### src/rtl/ulsf_pkg.sv
package ulsf_pkg;
  localparam logic [7:0] OFF_LINE_STATUS = 8'h00;
  localparam logic [7:0] OFF_IRQ_STATUS = 8'h04;
  localparam logic [7:0] OFF_IRQ_CLEAR = 8'h08;
  localparam logic [7:0] OFF_IRQ_ENABLE = 8'h0c;
  localparam logic [7:0] OFF_CONTROL = 8'h10;
  localparam int LS_FIFO_ERR = 7;
  localparam int LS_TX_EMPTY = 6;
  localparam int LS_THR_EMPTY = 5;
  localparam int LS_BREAK = 4;
  localparam int LS_FRAME = 3;
  localparam int LS_PARITY = 2;
  localparam int LS_OVERRUN = 1;
  localparam int LS_DATA_READY = 0;
  localparam int CTL_FIFO_MODE = 0;
  localparam int CTL_THRE_IE = 1;
  localparam int IRQ_THRE = 0;
  localparam int IRQ_LINE = 1;
  localparam int IRQ_DATA = 2;
  localparam int IRQ_BITS = 3;
  localparam logic [1:0] CONTROL_RESET = 2'h0;
  localparam logic [2:0] IRQ_ENABLE_RESET = 3'h0;
  localparam int FRAME_CYCLES_DEFAULT = 2170;
endpackage

### src/rtl/ulsf_brk_if.sv
`timescale 1ns/100ps
interface ulsf_brk_if;
  logic rxLine;
  logic [15:0] frameCycles;
  logic breakEvt;
  logic breakActive;
  modport det (input rxLine, input frameCycles, output breakEvt, output breakActive);
  modport usr (output rxLine, output frameCycles, input breakEvt, input breakActive);
endinterface

### src/rtl/ulsf_break_det.sv
`timescale 1ns/100ps
module ulsf_break_det
  import ulsf_pkg::*;
(
  input wire logic clock,
  input wire logic sys_rst,
  ulsf_brk_if.det brk
);
  logic [15:0] lowCnt_r;
  logic reported_r;
  logic evt_r;

  // one event per low stretch, however long it lasts
  always_ff @(posedge clock) begin
    if (sys_rst || brk.rxLine) begin
      lowCnt_r <= 16'h0000;
      reported_r <= 1'b0;
      evt_r <= 1'b0;
    end else if (!reported_r && lowCnt_r + 16'h0001 >= brk.frameCycles) begin
      evt_r <= 1'b1;
      reported_r <= 1'b1;
    end else begin
      evt_r <= 1'b0;
      if (!reported_r) begin
        lowCnt_r <= lowCnt_r + 16'h0001;
      end
    end
  end

  assign brk.breakEvt = evt_r;
  assign brk.breakActive = reported_r;
endmodule

### src/rtl/ulsf_line_status.sv
// Decided for this implementation: the register addresses and the APB slave port.
`timescale 1ns/100ps
// Overview of operation
// fifo error bit 7 set while any held character has parity, framing or break error
// reading line status clears the fifo error bit
// non-fifo: bit 6 high only when holding and shift registers both empty
// fifo mode: bit 6 high only when transmit fifo and shift register empty
// non-fifo: bit 5 set when holding character moves into shift register
// non-fifo: bit 5 cleared when host writes the holding register
// interrupt request while bit 5 set and its enable is on
// fifo mode: bit 5 set when fifo empties, cleared once a byte is written
// bit 4 set when receive line is low for a whole frame time
// fifo mode: one break character per detected break; a break coinciding with a character shares its push
// bit 3 set when received character lacks a valid stop bit
// fifo mode: framing error refers to the character at fifo head
// bit 2 parity error; fifo mode refers to the character at fifo head
// bit 1 overrun when character arrives with fifo full; character dropped
// bit 0 high while a received character is held
// line status is read-only; error flags read zero after reset
module ulsf_line_status
  import ulsf_pkg::*;
#(
  parameter int ERR_CNT_W = 7
) (
  input wire logic clock,
  input wire logic sys_rst,
  input wire logic [7:0] paddr,
  input wire logic psel,
  input wire logic penable,
  input wire logic pwrite,
  input wire logic [31:0] pwdata,
  output logic [31:0] prdata,
  output logic pready,
  output logic pslverr,
  input wire logic rxPin,
  input wire logic [15:0] frameCycles,
  input wire logic txHoldWrite,
  input wire logic txShiftLoad,
  input wire logic txShiftEmpty,
  input wire logic txFifoEmpty,
  input wire logic rxCharDone,
  input wire logic rxCharPe,
  input wire logic rxCharFe,
  input wire logic rxFifoFull,
  input wire logic rxHeadValid,
  input wire logic rxHeadPe,
  input wire logic rxHeadFe,
  input wire logic rxHeadBi,
  input wire logic rxPop,
  output logic rxFifoPush,
  output logic rxPushPe,
  output logic rxPushFe,
  output logic rxPushBi,
  output logic txEmptyIrq,
  output logic irq
);
  ulsf_brk_if brk ();
  logic rxMeta_r;
  logic rxSync_r;
  logic [31:0] prdata_r;
  logic pready_r;
  logic pslverr_r;
  logic [1:0] control_r;
  logic [IRQ_BITS-1:0] irqStat_r;
  logic [IRQ_BITS-1:0] irqEn_r;
  logic irq_r;
  logic thre_r;
  logic temt_r;
  logic fifoErr_r;
  logic [ERR_CNT_W-1:0] errCnt_r;
  logic ovr_r;
  logic brkLat_r;
  logic feLat_r;
  logic peLat_r;
  logic push_r;
  logic pushPe_r;
  logic pushFe_r;
  logic pushBi_r;
  logic txIrq_r;
  logic fifoMode;
  logic access;
  logic fire;
  logic lsRead;
  logic mapped;
  logic pushNow;
  logic pushErr;
  logic [7:0] lineStatus;
  logic [IRQ_BITS-1:0] irqEvt;

  always_ff @(posedge clock) begin
    if (sys_rst) begin
      rxMeta_r <= 1'b1;
      rxSync_r <= 1'b1;
    end else begin
      rxMeta_r <= rxPin;
      rxSync_r <= rxMeta_r;
    end
  end

  assign brk.rxLine = rxSync_r;
  assign brk.frameCycles = frameCycles;

  ulsf_break_det u_break_det (
    .clock(clock),
    .sys_rst(sys_rst),
    .brk(brk)
  );

  assign fifoMode = control_r[CTL_FIFO_MODE];
  assign access = psel && penable;
  assign fire = access && pready_r;
  assign lsRead = fire && !pwrite && paddr == OFF_LINE_STATUS;
  assign mapped = paddr == OFF_LINE_STATUS || paddr == OFF_IRQ_STATUS || paddr == OFF_IRQ_CLEAR ||
                  paddr == OFF_IRQ_ENABLE || paddr == OFF_CONTROL;

  // a character and a break in the same cycle share one push; the break gets no slot of its own
  assign pushNow = (rxCharDone || brk.breakEvt) && !rxFifoFull;
  assign pushErr = rxCharPe || rxCharFe || brk.breakEvt;

  always_comb begin
    lineStatus = 8'h00;
    lineStatus[LS_FIFO_ERR] = fifoErr_r;
    lineStatus[LS_TX_EMPTY] = temt_r;
    lineStatus[LS_THR_EMPTY] = thre_r;
    lineStatus[LS_OVERRUN] = ovr_r;
    lineStatus[LS_DATA_READY] = rxHeadValid;
    if (fifoMode) begin
      lineStatus[LS_BREAK] = rxHeadValid && rxHeadBi;
      lineStatus[LS_FRAME] = rxHeadValid && rxHeadFe;
      lineStatus[LS_PARITY] = rxHeadValid && rxHeadPe;
    end else begin
      lineStatus[LS_BREAK] = brkLat_r;
      lineStatus[LS_FRAME] = feLat_r;
      lineStatus[LS_PARITY] = peLat_r;
    end
  end

  // apb slave: one wait state, then pready with registered data
  always_ff @(posedge clock) begin
    if (sys_rst) begin
      pready_r <= 1'b0;
      pslverr_r <= 1'b0;
      prdata_r <= 32'h0000_0000;
    end else begin
      pready_r <= access && !pready_r;
      pslverr_r <= access && !pready_r && !mapped;
      if (access && !pready_r && !pwrite) begin
        unique case (paddr)
          OFF_LINE_STATUS: prdata_r <= {24'h00_0000, lineStatus};
          OFF_IRQ_STATUS: prdata_r <= {29'h0, irqStat_r};
          OFF_IRQ_ENABLE: prdata_r <= {29'h0, irqEn_r};
          OFF_CONTROL: prdata_r <= {30'h0, control_r};
          default: prdata_r <= 32'h0000_0000;
        endcase
      end
    end
  end

  // line status offset has no write path
  always_ff @(posedge clock) begin
    if (sys_rst) begin
      control_r <= CONTROL_RESET;
      irqEn_r <= IRQ_ENABLE_RESET;
    end else if (fire && pwrite) begin
      if (paddr == OFF_CONTROL) begin
        control_r <= pwdata[1:0];
      end
      if (paddr == OFF_IRQ_ENABLE) begin
        irqEn_r <= pwdata[IRQ_BITS-1:0];
      end
    end
  end

  always_ff @(posedge clock) begin
    if (sys_rst) begin
      thre_r <= 1'b1;
    end else if (fifoMode) begin
      thre_r <= txFifoEmpty && !txHoldWrite;
    end else if (txShiftLoad) begin
      thre_r <= 1'b1;
    end else if (txHoldWrite) begin
      thre_r <= 1'b0;
    end
  end

  always_ff @(posedge clock) begin
    if (sys_rst) begin
      temt_r <= 1'b1;
    end else if (fifoMode) begin
      temt_r <= txFifoEmpty && txShiftEmpty && !txHoldWrite;
    end else begin
      temt_r <= thre_r && txShiftEmpty && !txHoldWrite;
    end
  end

  always_ff @(posedge clock) begin
    if (sys_rst) begin
      errCnt_r <= '0;
    end else begin
      errCnt_r <= errCnt_r + ERR_CNT_W'(pushNow && pushErr) - ERR_CNT_W'(rxPop && (rxHeadPe || rxHeadFe || rxHeadBi));
    end
  end

  // a new error wins over the clearing read
  always_ff @(posedge clock) begin
    if (sys_rst) begin
      fifoErr_r <= 1'b0;
    end else if (pushNow && pushErr) begin
      fifoErr_r <= 1'b1;
    end else if (lsRead) begin
      fifoErr_r <= 1'b0;
    end else if (errCnt_r != '0 && fifoMode) begin
      fifoErr_r <= 1'b1;
    end
  end

  always_ff @(posedge clock) begin
    if (sys_rst) begin
      ovr_r <= 1'b0;
    end else if (rxCharDone && rxFifoFull) begin
      ovr_r <= 1'b1;
    end else if (lsRead) begin
      ovr_r <= 1'b0;
    end
  end

  always_ff @(posedge clock) begin
    if (sys_rst) begin
      brkLat_r <= 1'b0;
      feLat_r <= 1'b0;
      peLat_r <= 1'b0;
    end else begin
      brkLat_r <= brk.breakEvt || (brkLat_r && !lsRead);
      feLat_r <= (rxCharDone && rxCharFe) || (feLat_r && !lsRead);
      peLat_r <= (rxCharDone && rxCharPe) || (peLat_r && !lsRead);
    end
  end

  always_ff @(posedge clock) begin
    if (sys_rst) begin
      push_r <= 1'b0;
      pushPe_r <= 1'b0;
      pushFe_r <= 1'b0;
      pushBi_r <= 1'b0;
    end else begin
      push_r <= pushNow;
      pushPe_r <= rxCharDone && rxCharPe;
      pushFe_r <= rxCharDone && rxCharFe;
      pushBi_r <= brk.breakEvt;
    end
  end

  assign irqEvt[IRQ_THRE] = !thre_r && (fifoMode ? txFifoEmpty : txShiftLoad);
  assign irqEvt[IRQ_LINE] = (rxCharDone && (rxFifoFull || pushErr)) || brk.breakEvt;
  assign irqEvt[IRQ_DATA] = pushNow;

  always_ff @(posedge clock) begin
    if (sys_rst) begin
      irqStat_r <= '0;
    end else if (fire && pwrite && paddr == OFF_IRQ_CLEAR) begin
      irqStat_r <= irqEvt | (irqStat_r & ~pwdata[IRQ_BITS-1:0]);
    end else begin
      irqStat_r <= irqEvt | irqStat_r;
    end
  end

  always_ff @(posedge clock) begin
    if (sys_rst) begin
      irq_r <= 1'b0;
      txIrq_r <= 1'b0;
    end else begin
      irq_r <= |(irqStat_r & irqEn_r);
      txIrq_r <= thre_r && control_r[CTL_THRE_IE];
    end
  end

  assign prdata = prdata_r;
  assign pready = pready_r;
  assign pslverr = pslverr_r;
  assign rxFifoPush = push_r;
  assign rxPushPe = pushPe_r;
  assign rxPushFe = pushFe_r;
  assign rxPushBi = pushBi_r;
  assign txEmptyIrq = txIrq_r;
  assign irq = irq_r;
endmodule

### config.mk
export PLATFORM = sky130hd
export DESIGN_NAME = ulsf_line_status
export DESIGN_NICKNAME = d
export VERILOG_FILES = /design/src/rtl/ulsf_pkg.sv /design/src/rtl/ulsf_brk_if.sv /design/src/rtl/ulsf_break_det.sv /design/src/rtl/ulsf_line_status.sv
export SDC_FILE = /design/constraint.sdc
export NUM_CORES = 1
export LEC_CHECK = 0
export CAP_MARGIN = 25
export CELL_PAD_IN_SITES_DETAIL_PLACEMENT = 1
export CELL_PAD_IN_SITES_GLOBAL_PLACEMENT = 1
export CORE_MARGIN = 2
export CORE_UTILIZATION = 49
export DETAILED_ROUTE_END_ITERATION = 16
export DONT_BUFFER_PORTS = 1
export GPL_TIMING_DRIVEN = 0
export PLACE_DENSITY_LB_ADDON = 0.1
export SLEW_MARGIN = 20
export SYNTH_ARGS = -nofsm -noshare
export SYNTH_HDL_FRONTEND = slang
export SYNTH_SLANG_ARGS = --single-unit
export TNS_END_PERCENT = 50
### constraint.sdc
create_clock -name clock -period 5.4 [get_ports clock]
set_clock_uncertainty 0.05 [all_clocks]
set_input_delay 0.27 -clock clock [delete_from_list [all_inputs] [get_ports clock]]
set_output_delay 0.27 -clock clock [all_outputs]
set_load 0.1 [all_outputs]
# [Word-level counts from Yosys, hierarchy flattened]
# Cells that the tools add are included.
[totals] register_bits=82 latch_bits=0 ramBits=0 mem_bits_ro=0 inputBits=75 out_inout_bits=40 word_cells=117 n_memories=0
[op_classes] n_addsub=3 mul=0 n_div=0 n_lt_le_gt_ge=1 n_eq_ne=4 n_shift=0 muxes=14 bitwise_logic=7 n_reduce_logical=63
[op_table] operator="8-bit case mux with 4 select lines" count=1
[op_table] operator="1-bit logical AND" count=31
[op_table] operator="16-bit by 1-bit adder with 16-bit output (second input constant)" count=1
[op_table] operator="8-bit by 4-bit equality test with 1-bit output (second input constant)" count=2
[op_table] operator="16-bit >= comparator" count=1
[op_table] operator="1-bit logical OR" count=15
[op_table] operator="1-bit 2-to-1 mux" count=11
[op_table] operator="8-bit by 3-bit equality test with 1-bit output (second input constant)" count=1
[op_table] operator="8-bit by 5-bit equality test with 1-bit output (second input constant)" count=1
[op_table] operator="1-bit zero test" count=8
[op_table] operator="8-bit zero test" count=1
[op_table] operator="7-bit by 1-bit adder with 7-bit output" count=1
[op_table] operator="7-bit nonzero test" count=1
[op_table] operator="7-bit by 1-bit subtractor with 7-bit output" count=1
[op_table] operator="3-bit bitwise AND" count=2
[op_table] operator="3-bit 2-to-1 mux" count=2
[op_table] operator="3-bit OR" count=2
[op_table] operator="2-bit AND reduction" count=3
[op_table] operator="3-bit nonzero test" count=2
[op_table] operator="3-bit inverter" count=1
[op_table] operator="3-bit OR reduction" count=1
[op_table] operator="1-bit inverter" count=2
[op_table] operator="2-bit nonzero test" count=1

# [Depth between registers and ports, before layout]
[depth] depth_word=7 ltp_mapped=13 mapped_depth_nobuf=12

# [Hierarchy]
# From an unflattened synthesis, not the netlist that was laid out.
[hier_totals] cells_unflattened=408 area_unflattened_um2=3579.7
[modules_own_cells] mod="ulsf_line_status" instances=1 cells_per_inst=230 area_each_um2=2093.3 seq_area_each_um2=800.8
[modules_own_cells] mod="ulsf_break_det" instances=1 cells_per_inst=178 area_each_um2=1486.4 seq_area_each_um2=360.3

# [Worst setup path after synthesis]
# No wires, ideal clock.
[synth_path] kind="register -> register" start="register u_break_det.lowCnt_r[0]" end="register u_break_det.lowCnt_r[0]" setup_ns=0.070 arrival_ns=3.000 required_ns=5.280 path_slack_ns=2.279 path_stages_with_launch=13 path_buffers=0 period_less_slack_ns=3.121 path_cell_list="dfxtp_1 ha_1 nand3_1 or3_1 nor2_1 xnor2_1 inv_1 ha_1 a211o_1 a21oi_1 o211ai_2 or3_2 a21oi_1"
[synth_via] elab_chain_len=5
[synth_lines] item="start, declared" line_no="ulsf_break_det.sv:9" text="logic [15:0] lowCnt_r;"
[synth_lines] item="start signal, assigned" line_no="ulsf_break_det.sv:25" text="lowCnt_r <= lowCnt_r + 16'h0001;"
[synth_lines] item="16-bit by 1-bit adder with 16-bit output (*)" line_no="ulsf_break_det.sv:19, ulsf_break_det.sv:25"
[synth_lines] item="16-bit >= comparator" line_no="ulsf_break_det.sv:19" text="end else if (!reported_r && lowCnt_r + 16'h0001 >= brk.frameCycles) begin"
[synth_lines] item="1-bit logical AND" line_no="ulsf_break_det.sv:19"
[synth_lines] item="1-bit inverter (no line)"
[synth_lines] item="2-bit AND reduction (no line)"
# Mark *: on every way between the ends. The rest lies on a longest branch, timed or not.
# A chain may end at the register's enable or synchronous reset.

# [Worst setup path in the final report]
# Ends and elaborated chain as after synthesis.

==> flow_summary.json <==
{
  "detail_route.drc_violations": 0,
  "yosysTopAreaCell": "sky130_fd_sc_hd__dfxtp_1",
  "fin_crit_sh_pct": 68.9,
  "cp_max_fo": 10,
  "global_route.usage.total_pct": 24.5,
  "critPathCapture": "u_break_det.lowCnt_r[0]",
  "grt_pass1_vias": 3076,
  "yosys.area.top_type_share_pct": 33.5,
  "synth_ff_type": "sky130_fd_sc_hd__dfxtp_1",
  "tritoncts.num_buffers": 9,
  "synthesis.area_per_instance_um2": 8.38,
  "crit_family": "simple AND/OR/NAND/NOR gates",
  "synth_cells": 414,
  "critical_path.cell_chain": "ha_1 -> nand3_1 -> or3_1 -> nor2_1 -> xnor2_1 -> inv_1 -> ha_1 -> a211o_1 -> a21oi_1 -> o211ai_2 -> or3_2 -> a21oi_1",
  "cts.repair_timing.setup_buffer_count": 0,
  "design.final.nets": 551,
  "cts-root-to-sink-buffers": 2,
  "run_status": "completed",
  "dp_hpwl_um": 7110,
  "fin_setup_tns_ns": 0,
  "final_setup_viols": 0,
  "die_area_um2": 7770,
  "synth_top_cells_by_area": "sky130_fd_sc_hd__dfxtp_1 (33%), sky130_fd_sc_hd__ha_1 (9.4%), sky130_fd_sc_hd__buf_4 (5.2%)",
  "grt_start_max_net_pins": 11,
  "critical-path-slowest-cell": "sky130_fd_sc_hd__or3_1",
  "slew-limit-headroom_pct": 27.1,
  "seq_power_share_pct": 39.7,
  "met3_usage_pct": 7.26,
  "post_route_cells_drive_above_1_share_pct": 12.6,
  "synth_async_sr_flop_share_pct": 0,
  "detailroute.via_count": 3032,
  "share_clk_of_total_power_pct": 33.9,
  "n_antenna_cell": 0,
  "syn_to_final_growth_pct": 12.1,
  "clock_tree.htree_level_count": 3,
  "comb_power_share_pct": 26.3,
  "cp-startpoint": "u_break_det.lowCnt_r[0]",
  "drt_first_iter_violations": 80,
  "finalCriticalPeriod_ns": 3.72,
  "worst_r2r_startpoint": "u_break_det.lowCnt_r[0]",
  "initial_util_pct": 50.8,
  "worst_r2r_path_depth": 12,
  "place_inst": 533,
  "peak_per_stage_delay_on_the_critical_path_ns": 0.48,
  "drv_slew": 0,
  "insertion_delay_ns": 0.34,
  "clk_transition_reported_paths_ns": 0.07,
  "final_worst_hold_slack_ns": 0.0159,
  "r2r_setup_slack_ns": 1.68,
  "power.leakage_uw": 0.00179,
  "gr-usage-met1_pct": 27.7,
  "placement.cell_area_um2": 3670,
  "met2_usage_pct": 43.3,
  "grt_pass1_wl_um": 14600,
  "final_area_um2": 3890,
  "vias_per_inst": 5.51,
  "data_required_critical_path_ns": 5.62,
  "vdd_drop_max_v": 0.000225,
  "wire_per_inst_um": 16.3,
  "rsz0062_at_grt": "false",
  "fill_cells": 847,
  "timing.setup.critical_path_class": "flop to flop",
  "p_sw_uw": 419,
  "synthesis_warnings": 0,
  "tritoncts": "done",
  "netSwitchingFraction_pct": 34.2,
  "r2r_end": "u_break_det.lowCnt_r[0]",
  "io_pins": 115,
  "min-delay-path-class": "primary input to flop",
  "yosys_register_bits": 58,
  "yosysUniqueCellTypes": 55,
  "place_congestion": 0.869,
  "drt-total-wl_um": 8980,
  "cellInternalPower_uw": 806,
  "globalRoute.totalOverflow": 0,
  "drt_pass1_iterations": 4,
  "mappedNetlistArea_um2": 3470,
  "placement_rows": 30,
  "worstSetupStartpointType": "flop",
  "cp-end-kind": "flop",
  "grt_antenna_before_repair": 0,
  "finish.utilization_pct": 56.9,
  "fmaxAchievable_mhz": 269,
  "clk_root_buffer_cell": "sky130_fd_sc_hd__clkbuf_8",
  "grt-busiest-layer": "met2",
  "timing_worst_slew_pin_value_ns": 1.09,
  "fp.dieH_um": 88.1,
  "maxCapViolations": 0,
  "crit_buf_inv": 1,
  "place.port_buffers": 0,
  "finalHoldViolations": 0,
  "critPathArrivalTime_ns": 3.94,
  "die_x_um": 88.1,
  "core-area_um2": 6830,
  "antenna_left": 0,
  "worstSetupPathDepth": 12,
  "synth-seq-area-share_pct": 33.5,
  "synth_enable_flop_cells": 0,
  "power-per-cell-area_nw_per_um2": 315,
  "ctsResizeCount": 0,
  "filler_free_cell_count_of_the_finished_design": 550,
  "cts_num_sinks": 58
}
-- worst min path at each step --
| stage | start | end | cells after the start |
|---|---|---|---|
| final | pwdata[0] | irqEn_r[0] | 2 |
| after global routing | txShiftEmpty | temt_r | 1 |
| after CTS | pwdata[0] | irqEn_r[0] | 2 |
| after detailed placement | rxPin | rxMeta_r | 1 |
| after global placement | rxPin | rxMeta_r | 1 |
| after floorplan | rxPin | rxMeta_r | 1 |
-- cells by family after synthesis --
family	after synthesis	share of synthesized area, %
other cells	1	0.108
simple gates	138	20.9
xor+xnor	17	4.29
buf+inv	73	10.7
compound gates	92	18.2
flops	58	33.5
fa+ha+maj	27	9.96
mux	8	2.31
-- power groups by stage --
stage	clock, uW	sequential, uW	combinational (uW)
3_5_place_dp	0	496	319
3_3_place_gp	0	495	301
4_1_cts	425	486	323
5_1_grt	441	489	362
2_1_floorplan	0	490	269
6_report	416	487	323
-- registers in the layout (all words and copies together), names as in the netlist, 2 cells and up --
signal                flops
control_r                 2
errCnt_r                  7
irqEn_r                   3
irqStat_r                 3
prdata                    8
u_break_det.lowCnt_r     16
-- per-layer routing --
metal / part of all wire [%] / vias up
li1: - / 1492
met1: 41 / 1453
met2: 52 / 71
met3: 5.2 / 16
met4: 2.3 / 0
met5: 0 / -
-- layout by cell type (no fill, tap or decap), drive strengths merged, types with 8 or more instances in the layout --
master,instances
or3,8
and3,8
nor2,32
nand2,24
dfxtp,58
xor2,8
a21oi,22
buf,26
xnor2,9
nand4,11
ha,26
o21ai,15
mux2i,8
nor3,10
inv,40
nand3,15
a22oi,8
clkbuf,18
conb,24
-- worst register-to-register path, cell delays in order, from the launching register on --
cell	delay, ns
sky130_fd_sc_hd__dfxtp_1	0.43
sky130_fd_sc_hd__ha_1	0.31
sky130_fd_sc_hd__nand3_1	0.20
sky130_fd_sc_hd__or3_1	0.48
sky130_fd_sc_hd__nor2_1	0.16
sky130_fd_sc_hd__xnor2_1	0.17
sky130_fd_sc_hd__inv_1	0.08
sky130_fd_sc_hd__ha_1	0.18
sky130_fd_sc_hd__a211o_1	0.28
sky130_fd_sc_hd__a21oi_1	0.34
sky130_fd_sc_hd__o211ai_2	0.32
sky130_fd_sc_hd__or3_2	0.49
sky130_fd_sc_hd__a21oi_1	0.16
-- what timing repair did --
action / in CTS / in global routing
hold buffers: 1 / 0
hold endpoints to repair: 1 / 0
setup endpoints to repair: 0 / 0
-- cell usage after synthesis, types with 2 or more instances --
master / count
sky130_fd_sc_hd__nor2b_1: 5
sky130_fd_sc_hd__inv_1: 40
sky130_fd_sc_hd__a21o_1: 5
sky130_fd_sc_hd__clkbuf_1: 7
sky130_fd_sc_hd__xnor2_1: 9
sky130_fd_sc_hd__or2_2: 5
sky130_fd_sc_hd__o21a_1: 4
sky130_fd_sc_hd__xor2_1: 8
sky130_fd_sc_hd__nand4_1: 11
sky130_fd_sc_hd__ha_1: 26
sky130_fd_sc_hd__o21bai_1: 2
sky130_fd_sc_hd__nand2_1: 24
sky130_fd_sc_hd__nor3b_1: 3
sky130_fd_sc_hd__o31ai_1: 3
sky130_fd_sc_hd__and3_1: 8
sky130_fd_sc_hd__nand3_1: 15
sky130_fd_sc_hd__a31o_2: 5
sky130_fd_sc_hd__and4_1: 3
sky130_fd_sc_hd__o22ai_1: 4
sky130_fd_sc_hd__dfxtp_1: 58
sky130_fd_sc_hd__nand2b_1: 3
sky130_fd_sc_hd__mux2i_1: 8
sky130_fd_sc_hd__a31oi_1: 6
sky130_fd_sc_hd__or3_1: 7
sky130_fd_sc_hd__a22o_1: 4
sky130_fd_sc_hd__a22oi_1: 8
sky130_fd_sc_hd__o21ai_0: 15
sky130_fd_sc_hd__buf_4: 24
sky130_fd_sc_hd__or4_1: 5
sky130_fd_sc_hd__nor3_1: 9
sky130_fd_sc_hd__a32o_1: 2
sky130_fd_sc_hd__a21oi_1: 22
sky130_fd_sc_hd__nor4_1: 4
sky130_fd_sc_hd__nor2_1: 31
-- metrics by stage --
| step | power (uW) | setup WS (ns) |
|---|---|---|
| global route | 1290 | 1.39 |
| floorplan | 759 | 2.28 |
| finish | 1230 | 1.68 |
| CTS | 1230 | 1.69 |
| global placement | 796 | 1.79 |
| detailed placement | 815 | 1.73 |
-- cell type report --
| type | count | area, um2 | area share, % |
|---|---|---|---|
| Clock buffer | 11 | 151 | 3.89 |
| Tap cell | 96 | 120 | 3.09 |
| Buffer | 33 | 221 | 5.69 |
| Clock inverter | 5 | 52.6 | 1.35 |
| Multi-Input combinational cell | 306 | 2020 | 52.0 |
| Inverter | 40 | 150 | 3.86 |
| Timing Repair Buffer | 1 | 10.0 | 0.257 |
| Sequential cell | 58 | 1160 | 29.9 |
Power figures use the tool's default switching activity.
